### config.mk
export PLATFORM = sky130hd
export DESIGN_NAME = anc_system_power_registers
export DESIGN_NICKNAME = d
export VERILOG_FILES = /design/src/design/anc_bus_cond.v /design/src/design/anc_system_power_registers.v
export VERILOG_INCLUDE_DIRS = /design/src /design/src/design
export SDC_FILE = /design/constraint.sdc
export NUM_CORES = 1
export LEC_CHECK = 0
export BUFFER_PORTS_ARGS = -buffer_cell sky130_fd_sc_hd__buf_2
export CORE_UTILIZATION = 30
export DETAILED_ROUTE_END_ITERATION = 7
export PLACE_DENSITY_LB_ADDON = 0.3
export SETUP_SLACK_MARGIN = 0.02
export SLEW_MARGIN = 25
export SYNTH_ARGS = -nofsm -noshare
export SYNTH_HDL_FRONTEND = slang
export SYNTH_SLANG_ARGS = --single-unit
### constraint.sdc
create_clock -name ref_clk -period 4.6 [get_ports ref_clk]
set_clock_uncertainty 0.1 [all_clocks]
set_input_delay 0.46 -clock ref_clk [delete_from_list [all_inputs] [get_ports ref_clk]]
set_output_delay 0.46 -clock ref_clk [all_outputs]
set_load 0.05 [all_outputs]
### src/design/anc_sys_consts.vh
`ifndef ANC_SYS_CONSTS_VH
`define ANC_SYS_CONSTS_VH

// register offsets
`define ANC_CHIP_CONTROL_ADDR 8'h20
`define ANC_POWER_STATUS_ADDR 8'h21
`define ANC_EVAL_FIRST_ADDR 8'h3d
`define ANC_EVAL_LAST_ADDR 8'h3f

// chip_control fields
`define ANC_REVISION_MSB 7
`define ANC_REVISION_LSB 4
`define ANC_UNLOCK_BIT 3
`define ANC_KEEP_ALIVE_BIT 0
`define ANC_UNLOCK_RESET 1'b0
`define ANC_KEEP_ALIVE_RESET 1'b1

// power_status fields
`define ANC_BROWNOUT_BIT 6
`define ANC_STARTUP_DONE_BIT 5
`define ANC_HEADPHONE_BIT 4
`define ANC_MIC_PREAMP_BIT 3
`define ANC_LINE_IN_BIT 2
`define ANC_MIC_PUMP_BIT 1
`define ANC_MIC_SUPPLY_BIT 0
`define ANC_POWER_STATUS_RESET 8'h20

// two-wire bus framing and eval register reset value
`define ANC_BITS_PER_BYTE 4'h8
`define ANC_LAST_TX_BIT 4'h7
`define ANC_DEVICE_ADDR 7'h40
`define ANC_EVAL_RESET 8'h00

`endif

### src/design/anc_bus_cond.v
`default_nettype none

// brings the two-wire bus pins into the ref_clk domain and finds edges
module anc_bus_cond (
  input wire ref_clk,
  input wire rst,
  input wire sclPin,
  input wire sdaPin,
  output reg sdaLevel,
  output wire sclRise,
  output wire sclFall,
  output wire startSeen,
  output wire stopSeen
);

  reg sclMeta;
  reg sdaMeta;
  reg sclLevel;
  reg sclLast;
  reg sdaLast;

  // first stage feeds only the second stage
  always @(posedge ref_clk) begin
    if (rst) begin
      sclMeta <= 1'b1;
      sdaMeta <= 1'b1;
      sclLevel <= 1'b1;
      sdaLevel <= 1'b1;
      sclLast <= 1'b1;
      sdaLast <= 1'b1;
    end else begin
      sclMeta <= sclPin;
      sdaMeta <= sdaPin;
      sclLevel <= sclMeta;
      sdaLevel <= sdaMeta;
      sclLast <= sclLevel;
      sdaLast <= sdaLevel;
    end
  end

  assign sclRise = sclLevel & ~sclLast;
  assign sclFall = ~sclLevel & sclLast;
  // data moving while clock is high frames a transfer
  assign startSeen = sclLevel & sclLast & sdaLast & ~sdaLevel;
  assign stopSeen = sclLevel & sclLast & ~sdaLast & sdaLevel;

endmodule // anc_bus_cond

`default_nettype wire

### src/design/anc_system_power_registers.v
`include "anc_sys_consts.vh"
`default_nettype none

module anc_system_power_registers (
  input wire ref_clk,
  input wire rst,
  input wire sclPin,
  input wire sdaIn,
  output wire sdaOut,
  output reg sdaOe_n,
  input wire i2cCtrlSelect,
  input wire batteryBrownout,
  input wire startupDone,
  input wire headphoneAmpOn,
  input wire micPreampOn,
  input wire lineInOn,
  input wire micPumpOn,
  input wire micSupplyOn,
  output reg powerKeepAlive,
  output wire chipPowerDown,
  output reg evaluationWriteUnlock,
  output reg [23:0] evalConfig
);

  // arbitrary neutral revision code
  parameter [3:0] SILICON_REVISION = 4'h3;

  localparam [2:0] ST_IDLE = 3'h0;
  localparam [2:0] ST_ADDR = 3'h1;
  localparam [2:0] ST_PTR = 3'h2;
  localparam [2:0] ST_WDATA = 3'h3;
  localparam [2:0] ST_ACK = 3'h4;
  localparam [2:0] ST_RDATA = 3'h5;
  localparam [2:0] ST_RACK = 3'h6;

  wire sdaLevel;
  wire sclRise;
  wire sclFall;
  wire startSeen;
  wire stopSeen;

  reg [2:0] state;
  reg [2:0] afterAck;
  reg [3:0] bitCnt;
  reg [7:0] rxShift;
  reg [7:0] txShift;
  reg [7:0] regPtr;
  reg masterAcked;
  reg [6:0] statusMeta;
  reg [6:0] statusSync;

  anc_bus_cond u_cond (
    .ref_clk(ref_clk),
    .rst(rst),
    .sclPin(sclPin),
    .sdaPin(sdaIn),
    .sdaLevel(sdaLevel),
    .sclRise(sclRise),
    .sclFall(sclFall),
    .startSeen(startSeen),
    .stopSeen(stopSeen)
  );

  // open drain: only ever pulls low
  assign sdaOut = 1'b0;

  // power-down only takes effect with the two-wire select bit set
  assign chipPowerDown = ~powerKeepAlive & i2cCtrlSelect;

  function isEval;
    input [7:0] addr;
    begin
      isEval = (addr >= `ANC_EVAL_FIRST_ADDR) &&
               (addr <= `ANC_EVAL_LAST_ADDR);
    end
  endfunction

  function [1:0] evalIndex;
    input [7:0] addr;
    reg [7:0] diff;
    begin
      diff = addr - `ANC_EVAL_FIRST_ADDR;
      evalIndex = diff[1:0];
    end
  endfunction

  // monitored blocks live outside this clock domain
  always @(posedge ref_clk) begin
    if (rst) begin
      statusMeta <= 7'h00;
      statusSync <= 7'h00;
    end else begin
      statusMeta <= {batteryBrownout, startupDone, headphoneAmpOn,
                     micPreampOn, lineInOn, micPumpOn, micSupplyOn};
      statusSync <= statusMeta;
    end
  end

  wire [7:0] powerStatus;
  assign powerStatus[7] = 1'b0;
  assign powerStatus[`ANC_BROWNOUT_BIT] = statusSync[6];
  assign powerStatus[`ANC_STARTUP_DONE_BIT] = statusSync[5];
  assign powerStatus[`ANC_HEADPHONE_BIT] = statusSync[4];
  assign powerStatus[`ANC_MIC_PREAMP_BIT] = statusSync[3];
  assign powerStatus[`ANC_LINE_IN_BIT] = statusSync[2];
  assign powerStatus[`ANC_MIC_PUMP_BIT] = statusSync[1];
  assign powerStatus[`ANC_MIC_SUPPLY_BIT] = statusSync[0];

  wire [7:0] chipControl;
  assign chipControl[`ANC_REVISION_MSB:`ANC_REVISION_LSB] =
    SILICON_REVISION;
  assign chipControl[`ANC_UNLOCK_BIT] = evaluationWriteUnlock;
  assign chipControl[2:1] = 2'h0;
  assign chipControl[`ANC_KEEP_ALIVE_BIT] = powerKeepAlive;

  reg [7:0] readData;
  always @* begin
    readData = 8'h00;
    if (regPtr == `ANC_CHIP_CONTROL_ADDR) begin
      readData = chipControl;
    end else if (regPtr == `ANC_POWER_STATUS_ADDR) begin
      readData = powerStatus;
    end else if (isEval(regPtr)) begin
      case (evalIndex(regPtr))
        2'h0: readData = evalConfig[7:0];
        2'h1: readData = evalConfig[15:8];
        2'h2: readData = evalConfig[23:16];
        default: readData = 8'h00;
      endcase
    end
  end

  wire byteDone = (bitCnt == `ANC_BITS_PER_BYTE);
  wire writeNow = sclFall && byteDone && (state == ST_WDATA);

  // register writes land on the falling clock edge closing a data byte
  always @(posedge ref_clk) begin
    if (rst) begin
      evaluationWriteUnlock <= `ANC_UNLOCK_RESET;
      powerKeepAlive <= `ANC_KEEP_ALIVE_RESET;
      evalConfig <= {3{`ANC_EVAL_RESET}};
    end else begin
      if (writeNow && regPtr == `ANC_CHIP_CONTROL_ADDR) begin
        // revision bits have no storage, so writes fall away
        evaluationWriteUnlock <= rxShift[`ANC_UNLOCK_BIT];
        powerKeepAlive <= rxShift[`ANC_KEEP_ALIVE_BIT];
      end
      if (writeNow && isEval(regPtr) && evaluationWriteUnlock) begin
        case (evalIndex(regPtr))
          2'h0: evalConfig[7:0] <= rxShift;
          2'h1: evalConfig[15:8] <= rxShift;
          default: evalConfig[23:16] <= rxShift;
        endcase
      end
      // wake wins over a clearing write in the same cycle
      if (startSeen) begin
        powerKeepAlive <= 1'b1;
      end
    end
  end

  // byte engine of the two-wire slave
  always @(posedge ref_clk) begin
    if (rst) begin
      state <= ST_IDLE;
      afterAck <= ST_IDLE;
      bitCnt <= 4'h0;
      rxShift <= 8'h00;
      txShift <= 8'h00;
      regPtr <= 8'h00;
      masterAcked <= 1'b0;
      sdaOe_n <= 1'b1;
    end else if (startSeen) begin
      state <= ST_ADDR;
      bitCnt <= 4'h0;
      sdaOe_n <= 1'b1;
    end else if (stopSeen) begin
      state <= ST_IDLE;
      sdaOe_n <= 1'b1;
    end else begin
      case (state)
        ST_ADDR, ST_PTR, ST_WDATA: begin
          if (sclRise && !byteDone) begin
            rxShift <= {rxShift[6:0], sdaLevel};
            bitCnt <= bitCnt + 4'h1;
          end else if (sclFall && byteDone) begin
            bitCnt <= 4'h0;
            if (state == ST_ADDR) begin
              if (rxShift[7:1] == `ANC_DEVICE_ADDR) begin
                afterAck <= rxShift[0] ? ST_RDATA : ST_PTR;
                sdaOe_n <= 1'b0;
                state <= ST_ACK;
              end else begin
                state <= ST_IDLE;
              end
            end else begin
              if (state == ST_PTR) begin
                regPtr <= rxShift;
              end else begin
                regPtr <= regPtr + 8'h01;
              end
              afterAck <= ST_WDATA;
              sdaOe_n <= 1'b0;
              state <= ST_ACK;
            end
          end
        end
        ST_ACK: begin
          if (sclFall) begin
            if (afterAck == ST_RDATA) begin
              txShift <= readData;
              sdaOe_n <= readData[7];
              regPtr <= regPtr + 8'h01;
            end else begin
              sdaOe_n <= 1'b1;
            end
            state <= afterAck;
          end
        end
        ST_RDATA: begin
          if (sclFall) begin
            if (bitCnt == `ANC_LAST_TX_BIT) begin
              sdaOe_n <= 1'b1;
              bitCnt <= 4'h0;
              state <= ST_RACK;
            end else begin
              sdaOe_n <= txShift[6];
              txShift <= {txShift[6:0], 1'b0};
              bitCnt <= bitCnt + 4'h1;
            end
          end
        end
        ST_RACK: begin
          if (sclRise) begin
            masterAcked <= ~sdaLevel;
          end else if (sclFall) begin
            if (masterAcked) begin
              txShift <= readData;
              sdaOe_n <= readData[7];
              regPtr <= regPtr + 8'h01;
              state <= ST_RDATA;
            end else begin
              state <= ST_IDLE;
            end
          end
        end
        default: begin
          sdaOe_n <= 1'b1;
          state <= ST_IDLE;
        end
      endcase
    end
  end

endmodule // anc_system_power_registers

`default_nettype wire

==> results.py, run 1 <==
metrics = {
    "placement": {
        "dp_hpwl_um": 6780,
        "place_inst": 612,
        "numPortBuffers": 39,
        "gp_congestion": 0.822,
        "place_area_um2": 4170,
    },
    "setup_path": {
        "cp-start-kind": "flop",
        "worst_setup_path_end_kind": "flop",
        "required_ps": 4700,
        "crit_start": "regPtr[0]$_SDFFE_PP0P_",
        "worstReg2RegStart": "regPtr[0]$_SDFFE_PP0P_",
        "crit_type": "reg -> reg",
        "cp.arrival_ps": 2540,
        "critPathMaxFanout": 9,
    },
    "global_routing": {
        "grt_pass1_vias": 3022,
        "grt_overflow": 0,
        "track_usage": 0.151,
        "grt_max_degree": 44,
        "grt_pass1_wl_um": 15500,
        "antenna_found_initial": 0,
    },
    "finish": {
        "instances_no_fill": 628,
        "drive_above_1_share": 0.164,
        "final_nets": 472,
        "area_growth_pct": 15.6,
        "fin_area_um2": 4490,
        "diodes": 0,
        "final_cell_mix": "dfxtp_1, nor2_1, mux2i_1, buf_2, nand2_1",
        "nFillCells": 1329,
        "layout_commonest_cell": "dfxtp_1",
    },
    "clocking": {
        "cts-resized-gates": 0,
        "cts.path.max_buffers": 2,
        "clk_latency_ps": 340,
        "cts-root-buf": "clkbuf_16",
        "cts_tree": "built",
        "ctsHtreeMaxLevel": 3,
        "cts_hold_buffers": 0,
        "cts_sinks": 81,
        "path_clk_slew_ps": 60,
        "numCtsBuffers": 9,
        "cts.repair_timing.setup_buffer_count": 0,
    },
    "sta": {
        "hold_viol_final": 0,
        "fin_crit_sh": 0.532,
        "max-slew-margin-rel": 0.346,
        "fmax_mhz": 409,
        "rsz0062_at_grt": "false",
        "tns_ps": 0,
        "whs_ps": 205,
        "slew_viol_final": 0,
        "finalSetupViolations": 0,
        "post-route-min-period_ps": 2450,
        "tightest_slew_ps": 976,
    },
    "logic_synthesis": {
        "synth_edf_count": 0,
        "synth_flop_cell": "dfxtp_1",
        "yosysSeqAreaShare": 0.417,
        "yosys.area.top_type": "dfxtp_1",
        "synth_area_leaders": "dfxtp_1, mux2i_1, nor2_1",
        "ys_ff_latch": 81,
        "yosysWarnings": 0,
        "synth.avg_cell_area_um2": 9.10,
        "async_flop_share": 0,
        "synth.distinct_cells": 63,
        "synthCells": 427,
        "syn_nets": 448,
        "synth_area_um2": 3880,
        "yosysTopAreaCellShare": 0.417,
    },
    "routing": {
        "dr_total_vias": 3176,
        "drt-total-wl_um": 9470,
        "drc": 0,
        "viasPerCell": 5.06,
        "drt_pass1_iterations": 5,
        "drtIter0Drc": 169,
        "wl_per_cell_um": 15.1,
        "ant_nets": 0,
    },
    "pwr": {
        "irDropWorstVdd_mv": 0.207,
        "p_seq_frac": 0.445,
        "pwr-share-comb": 0.106,
        "pwr_density_cell_nw_per_um2": 380,
        "total_power_mw": 1.71,
        "switching_share": 0.249,
        "share_clk_of_total_power": 0.450,
        "power.switching_uw": 425,
        "power.internal_mw": 1.28,
        "p_leak_nw": 1.77,
    },
    "die": {
        "die_h_um": 116,
        "initial_core_util": 0.308,
        "num_rows": 41,
        "die_x_um": 116,
        "core_um2": 12600,
        "num_io_pins": 41,
        "die_area_um2": 13400,
    },
    "min_path": {
        "worstHoldStart": "sdaIn",
        "hp-class": "in -> reg",
    },
    "outcome": {
        "status": "finished, final reports clean",
    },
    "flow_run": {
        "maxCapViolCount": 0,
    },
}
cell usage after synthesis, drive strengths merged (4+ instances only):
| library cell | count |
|---|---|
| inv | 13 |
| or2 | 9 |
| nand2b | 6 |
| and3 | 4 |
| o31ai | 4 |
| nand3 | 13 |
| o21ai | 19 |
| buf | 13 |
| nand3b | 7 |
| a21oi | 19 |
| ha | 9 |
| clkbuf | 14 |
| nor2 | 50 |
| a211oi | 5 |
| nand2 | 25 |
| a221oi | 6 |
| nor3 | 11 |
| mux2i | 39 |
| dfxtp | 81 |
| nor2b | 21 |
| a222oi | 8 |
| and3b | 4 |
state kept, by name (all words and copies together), names as in the netlist, 3 cells and up:
register    flops
regPtr          8
state           3
txShift         7
evalConfig     24
statusMeta      7
rxShift         8
statusSync      7
bitCnt          4
afterAck        3
routing by layer:
layer / GRT usage / up-vias / share of wire
met5: 0 / - / 0
met4: 0.0726 / 0 / 0.022
met3: 0.0194 / 14 / 0.024
met2: 0.239 / 50 / 0.47
met1: 0.205 / 1526 / 0.48
li1: - / 1586 / -
power groups by stage:
stage	clock (mW)	sequential, mW	combinational (mW)
4_1_cts	0.787	0.759	0.181
3_5_place_dp	0	0.774	0.179
6_report	0.768	0.759	0.181
5_1_grt	0.819	0.764	0.201
2_1_floorplan	0	0.748	0.172
3_3_place_gp	0	0.772	0.178
worst paths after layout:
path | to | slack [ps] | cells after the start
min reg2reg | u_cond.sclLevel$_SDFF_PP1_ | 310 | 1
max reg2reg | evalConfig[21]$_SDFFE_PP0P_ | 2150 | 7
max | evalConfig[21]$_SDFFE_PP0P_ | 2150 | 7
min | u_cond.sdaMeta$_SDFF_PP1_ | 210 | 2
critical path, cell delays in order (launching register included):
cell	delay (ps)
dfxtp_1	520
inv_1	140
ha_1	230
nor2b_1	140
nor3b_2	310
and3b_1	560
mux2i_1	250
nor2_1	60
kinds of logic (layout without fill, tap and decap cells):
logic type,count (synthesis),count (layout),share of synthesized area
and+or+nand+nor,164,164,0.235
AOI/OAI and AO/OA,91,91,0.165
DFF,81,81,0.417
muxes,40,40,0.103
buffers and inverters,40,69,0.0473
adders and majority gates,9,9,0.0290
other,1,1,0.000965
xor gates and xnor gates,1,1,0.00225
final cells by class:
type	instances	area (µm²)	share of cell area
Timing Repair Buffer	40	203	0.0452
Tap cell	172	215	0.0479
Sequential cell	81	1620	0.361
Clock buffer	11	243	0.0541
Clock inverter	5	78.8	0.0176
Multi-Input combinational cell	306	2080	0.463
Inverter	13	48.8	0.0109
stage by stage:
stage	util	setup slack (ps)
after CTS	0.356	2140
after detailed placement	0.330	2160
final	0.356	2150
after floorplan	-	2680
after global placement	0.330	2190
after global routing	0.356	1960
No activity file was read; power rests on OpenSTA's default activity.
==> run 2: changes to the inputs <==
==> constraint.sdc (replaced) <==
create_clock -name ref_clk -period 2.3 [get_ports ref_clk]
set_clock_uncertainty 0.1 [all_clocks]
set_input_delay 0.23 -clock ref_clk [delete_from_list [all_inputs] [get_ports ref_clk]]
set_output_delay 0.23 -clock ref_clk [all_outputs]
set_load 0.05 [all_outputs]
==> run 2 against run 1 <==
Highest routed layer unchanged. First-iteration DRC count down 12%. Global-route usage rose by 0.54 points. Combinational power rose to 2.5 times the previous value. Register-to-register slack worse by 2000 ps. Final area rose by 3.7%. Non-clock buffer count increased by 20. Count of clock-buffer cells in the layout is the same. Largest cell class unchanged. Worst hold slack got worse by 190 ps.
==> results.py, run 2 (synthesized netlist as in run 1, its figures left out) <==
metrics = {
    "finish": {
        "multi_input_area_um2": 2080,
        "regMostFlops": "evalConfig",
        "area_growth_pct": 19.8,
        "regArea_um2": 1620,
        "final_nets": 492,
        "diodes": 0,
        "layout_commonest_cell": "dfxtp_1",
        "drive_above_1_share": 0.185,
        "nFillCells": 1315,
        "final_cell_mix": "dfxtp_1, nor2_1, mux2i_1, buf_2, nand2_1",
        "fin_area_um2": 4650,
        "top_regs": "evalConfig (24), regPtr (8), rxShift (8)",
        "instances_no_fill": 647,
        "largest_reg_flops": 24,
    },
    "sta": {
        "fin_crit_sh": 0.931,
        "tns_ps": 0,
        "rsz0062_at_grt": "true",
        "tightest_slew_ps": 662,
        "finalSetupViolations": 0,
        "hold_viol_final": 0,
        "slew_viol_final": 0,
        "max-slew-margin-rel": 0.559,
        "post-route-min-period_ps": 2140,
        "whs_ps": 11.6,
        "fmax_mhz": 467,
    },
    "die": {
        "num_rows": 41,
        "num_io_pins": 41,
        "core_um2": 12600,
        "die_x_um": 116,
        "die_h_um": 116,
        "die_area_um2": 13400,
        "initial_core_util": 0.308,
    },
    "routing": {
        "ant_nets": 0,
        "dr_total_vias": 3283,
        "wl_per_cell_um": 15.2,
        "drtIter0Drc": 148,
        "viasPerCell": 5.07,
        "drt_pass1_iterations": 5,
        "drc": 0,
        "drt-total-wl_um": 9850,
    },
    "global_routing": {
        "grt_max_degree": 36,
        "track_usage": 0.157,
        "antenna_found_initial": 0,
        "grt_pass1_vias": 3157,
        "grt_overflow": 0,
        "grt_pass1_wl_um": 16100,
    },
    "placement": {
        "dp_hpwl_um": 6970,
        "gp_congestion": 0.836,
        "place_area_um2": 4280,
        "place_inst": 625,
        "numPortBuffers": 39,
    },
    "setup_path": {
        "cp.arrival_ps": 2260,
        "critPathMaxFanout": 8,
        "crit_chain": "inv_1 > ha_1 > nor2b_1 > nor3b_2 > and3b_1 > buf_4 > mux2i_1 > nor2_1",
        "cp-start-kind": "flop",
        "timing.rr.end": "evalConfig[22]$_SDFFE_PP0P_",
        "required_ps": 2420,
        "cp_slowest_cell": "dfxtp_1",
        "r2r_slack_ps": 160,
        "crit_type": "reg -> reg",
        "slowest_delay_ps": 460,
        "worstReg2RegStart": "regPtr[1]$_SDFFE_PP0P_",
        "reg2reg_depth": 8,
        "worst_setup_path_end_kind": "flop",
    },
    "clocking": {
        "cts.path.max_buffers": 2,
        "cts-root-buf": "clkbuf_16",
        "cts_tree": "built",
        "path_clk_slew_ps": 60,
        "clk_latency_ps": 340,
        "ctsHtreeMaxLevel": 3,
        "numCtsBuffers": 9,
        "cts_sinks": 81,
    },
    "min_path": {
        "whs_path_depth": 2,
        "hold_end": "statusMeta[6]$_SDFF_PP0_",
        "hp-class": "in -> reg",
        "worstHoldStart": "batteryBrownout",
    },
    "pwr": {
        "p_leak_nw": 1.85,
        "irDropWorstVdd_mv": 0.373,
        "pwr_density_cell_nw_per_um2": 735,
    },
    "flow_run": {
        "maxCapViolCount": 0,
    },
    "outcome": {
        "status": "finished, final reports clean",
    },
}
-- run 2: repair_timing --
item | in CTS | in global routing
setup buffers | 0 | 0
hold buffers | 7 | 0
resized for setup | 0 | 0
hold endpoints to repair | 7 | 0
endpoints found under the setup margin | 0 | 2
-- run 2: how the worst max path moves through the flow --
stage	startpoint	endpoint	slack (ps)	cells past startpoint
6_report	regPtr[1]$_SDFFE_PP0P_	evalConfig[22]$_SDFFE_PP0P_	160	8
5_1_grt	bitCnt[0]$_SDFFE_PP0P_	evalConfig[10]$_SDFFE_PP0P_	20	7
4_1_cts	bitCnt[0]$_SDFFE_PP0P_	evalConfig[22]$_SDFFE_PP0P_	160	8
3_5_place_dp	bitCnt[0]$_SDFFE_PP0P_	evalConfig[20]$_SDFFE_PP0P_	170	8
3_3_place_gp	bitCnt[0]$_SDFFE_PP0P_	evalConfig[20]$_SDFFE_PP0P_	220	8
2_1_floorplan	regPtr[0]$_SDFFE_PP0P_	txShift[6]$_SDFFE_PP0P_	380	7
-- run 2: worst max-delay path: cells and delay by family (launching register included) --
kind	cells	cell delay, ps
AND/OR/NAND/NOR	4	710
flip-flops	1	460
buffers and inverters	2	340
adder cells (fa/ha/maj)	1	210
multiplexers	1	210
-- run 2: metrics by stage --
step | worst slack [ps] | total power [mW] | util
after floorplan | 382 | 1.84 | -
after global placement | 218 | 1.96 | 0.339
after detailed placement | 165 | 1.96 | 0.339
after CTS | 156 | 3.45 | 0.369
after global routing | 17.0 | 3.55 | 0.369
final | 160 | 3.42 | 0.369
-- run 2: power by group --
| group | leakage (nW) | total (mW) | internal (mW) | switching, mW |
|---|---|---|---|---|
| Combinational | 1.05 | 0.460 | 0.201 | 0.259 |
| Clock | 0.140 | 1.47 | 0.894 | 0.581 |
| Sequential | 0.657 | 1.49 | 1.44 | 0.0481 |
-- run 2: metal layers --
| layer | up-vias | routed length [µm] | track usage |
|---|---|---|---|
| li1 | 1623 | - | - |
| met1 | 1606 | 4830 | 0.207 |
| met2 | 44 | 4660 | 0.254 |
| met3 | 10 | 204 | 0.0303 |
| met4 | 0 | 161 | 0.0573 |
| met5 | - | 0 | 0 |
-- run 2: layout make-up --
cell class,instances,area share
clock buffer,11,0.0543
clock inverter,4,0.0113
inverter,13,0.0105
multi-input combinational,306,0.447
sequential,81,0.348
tap,172,0.0462
timing repair buffer,60,0.0823
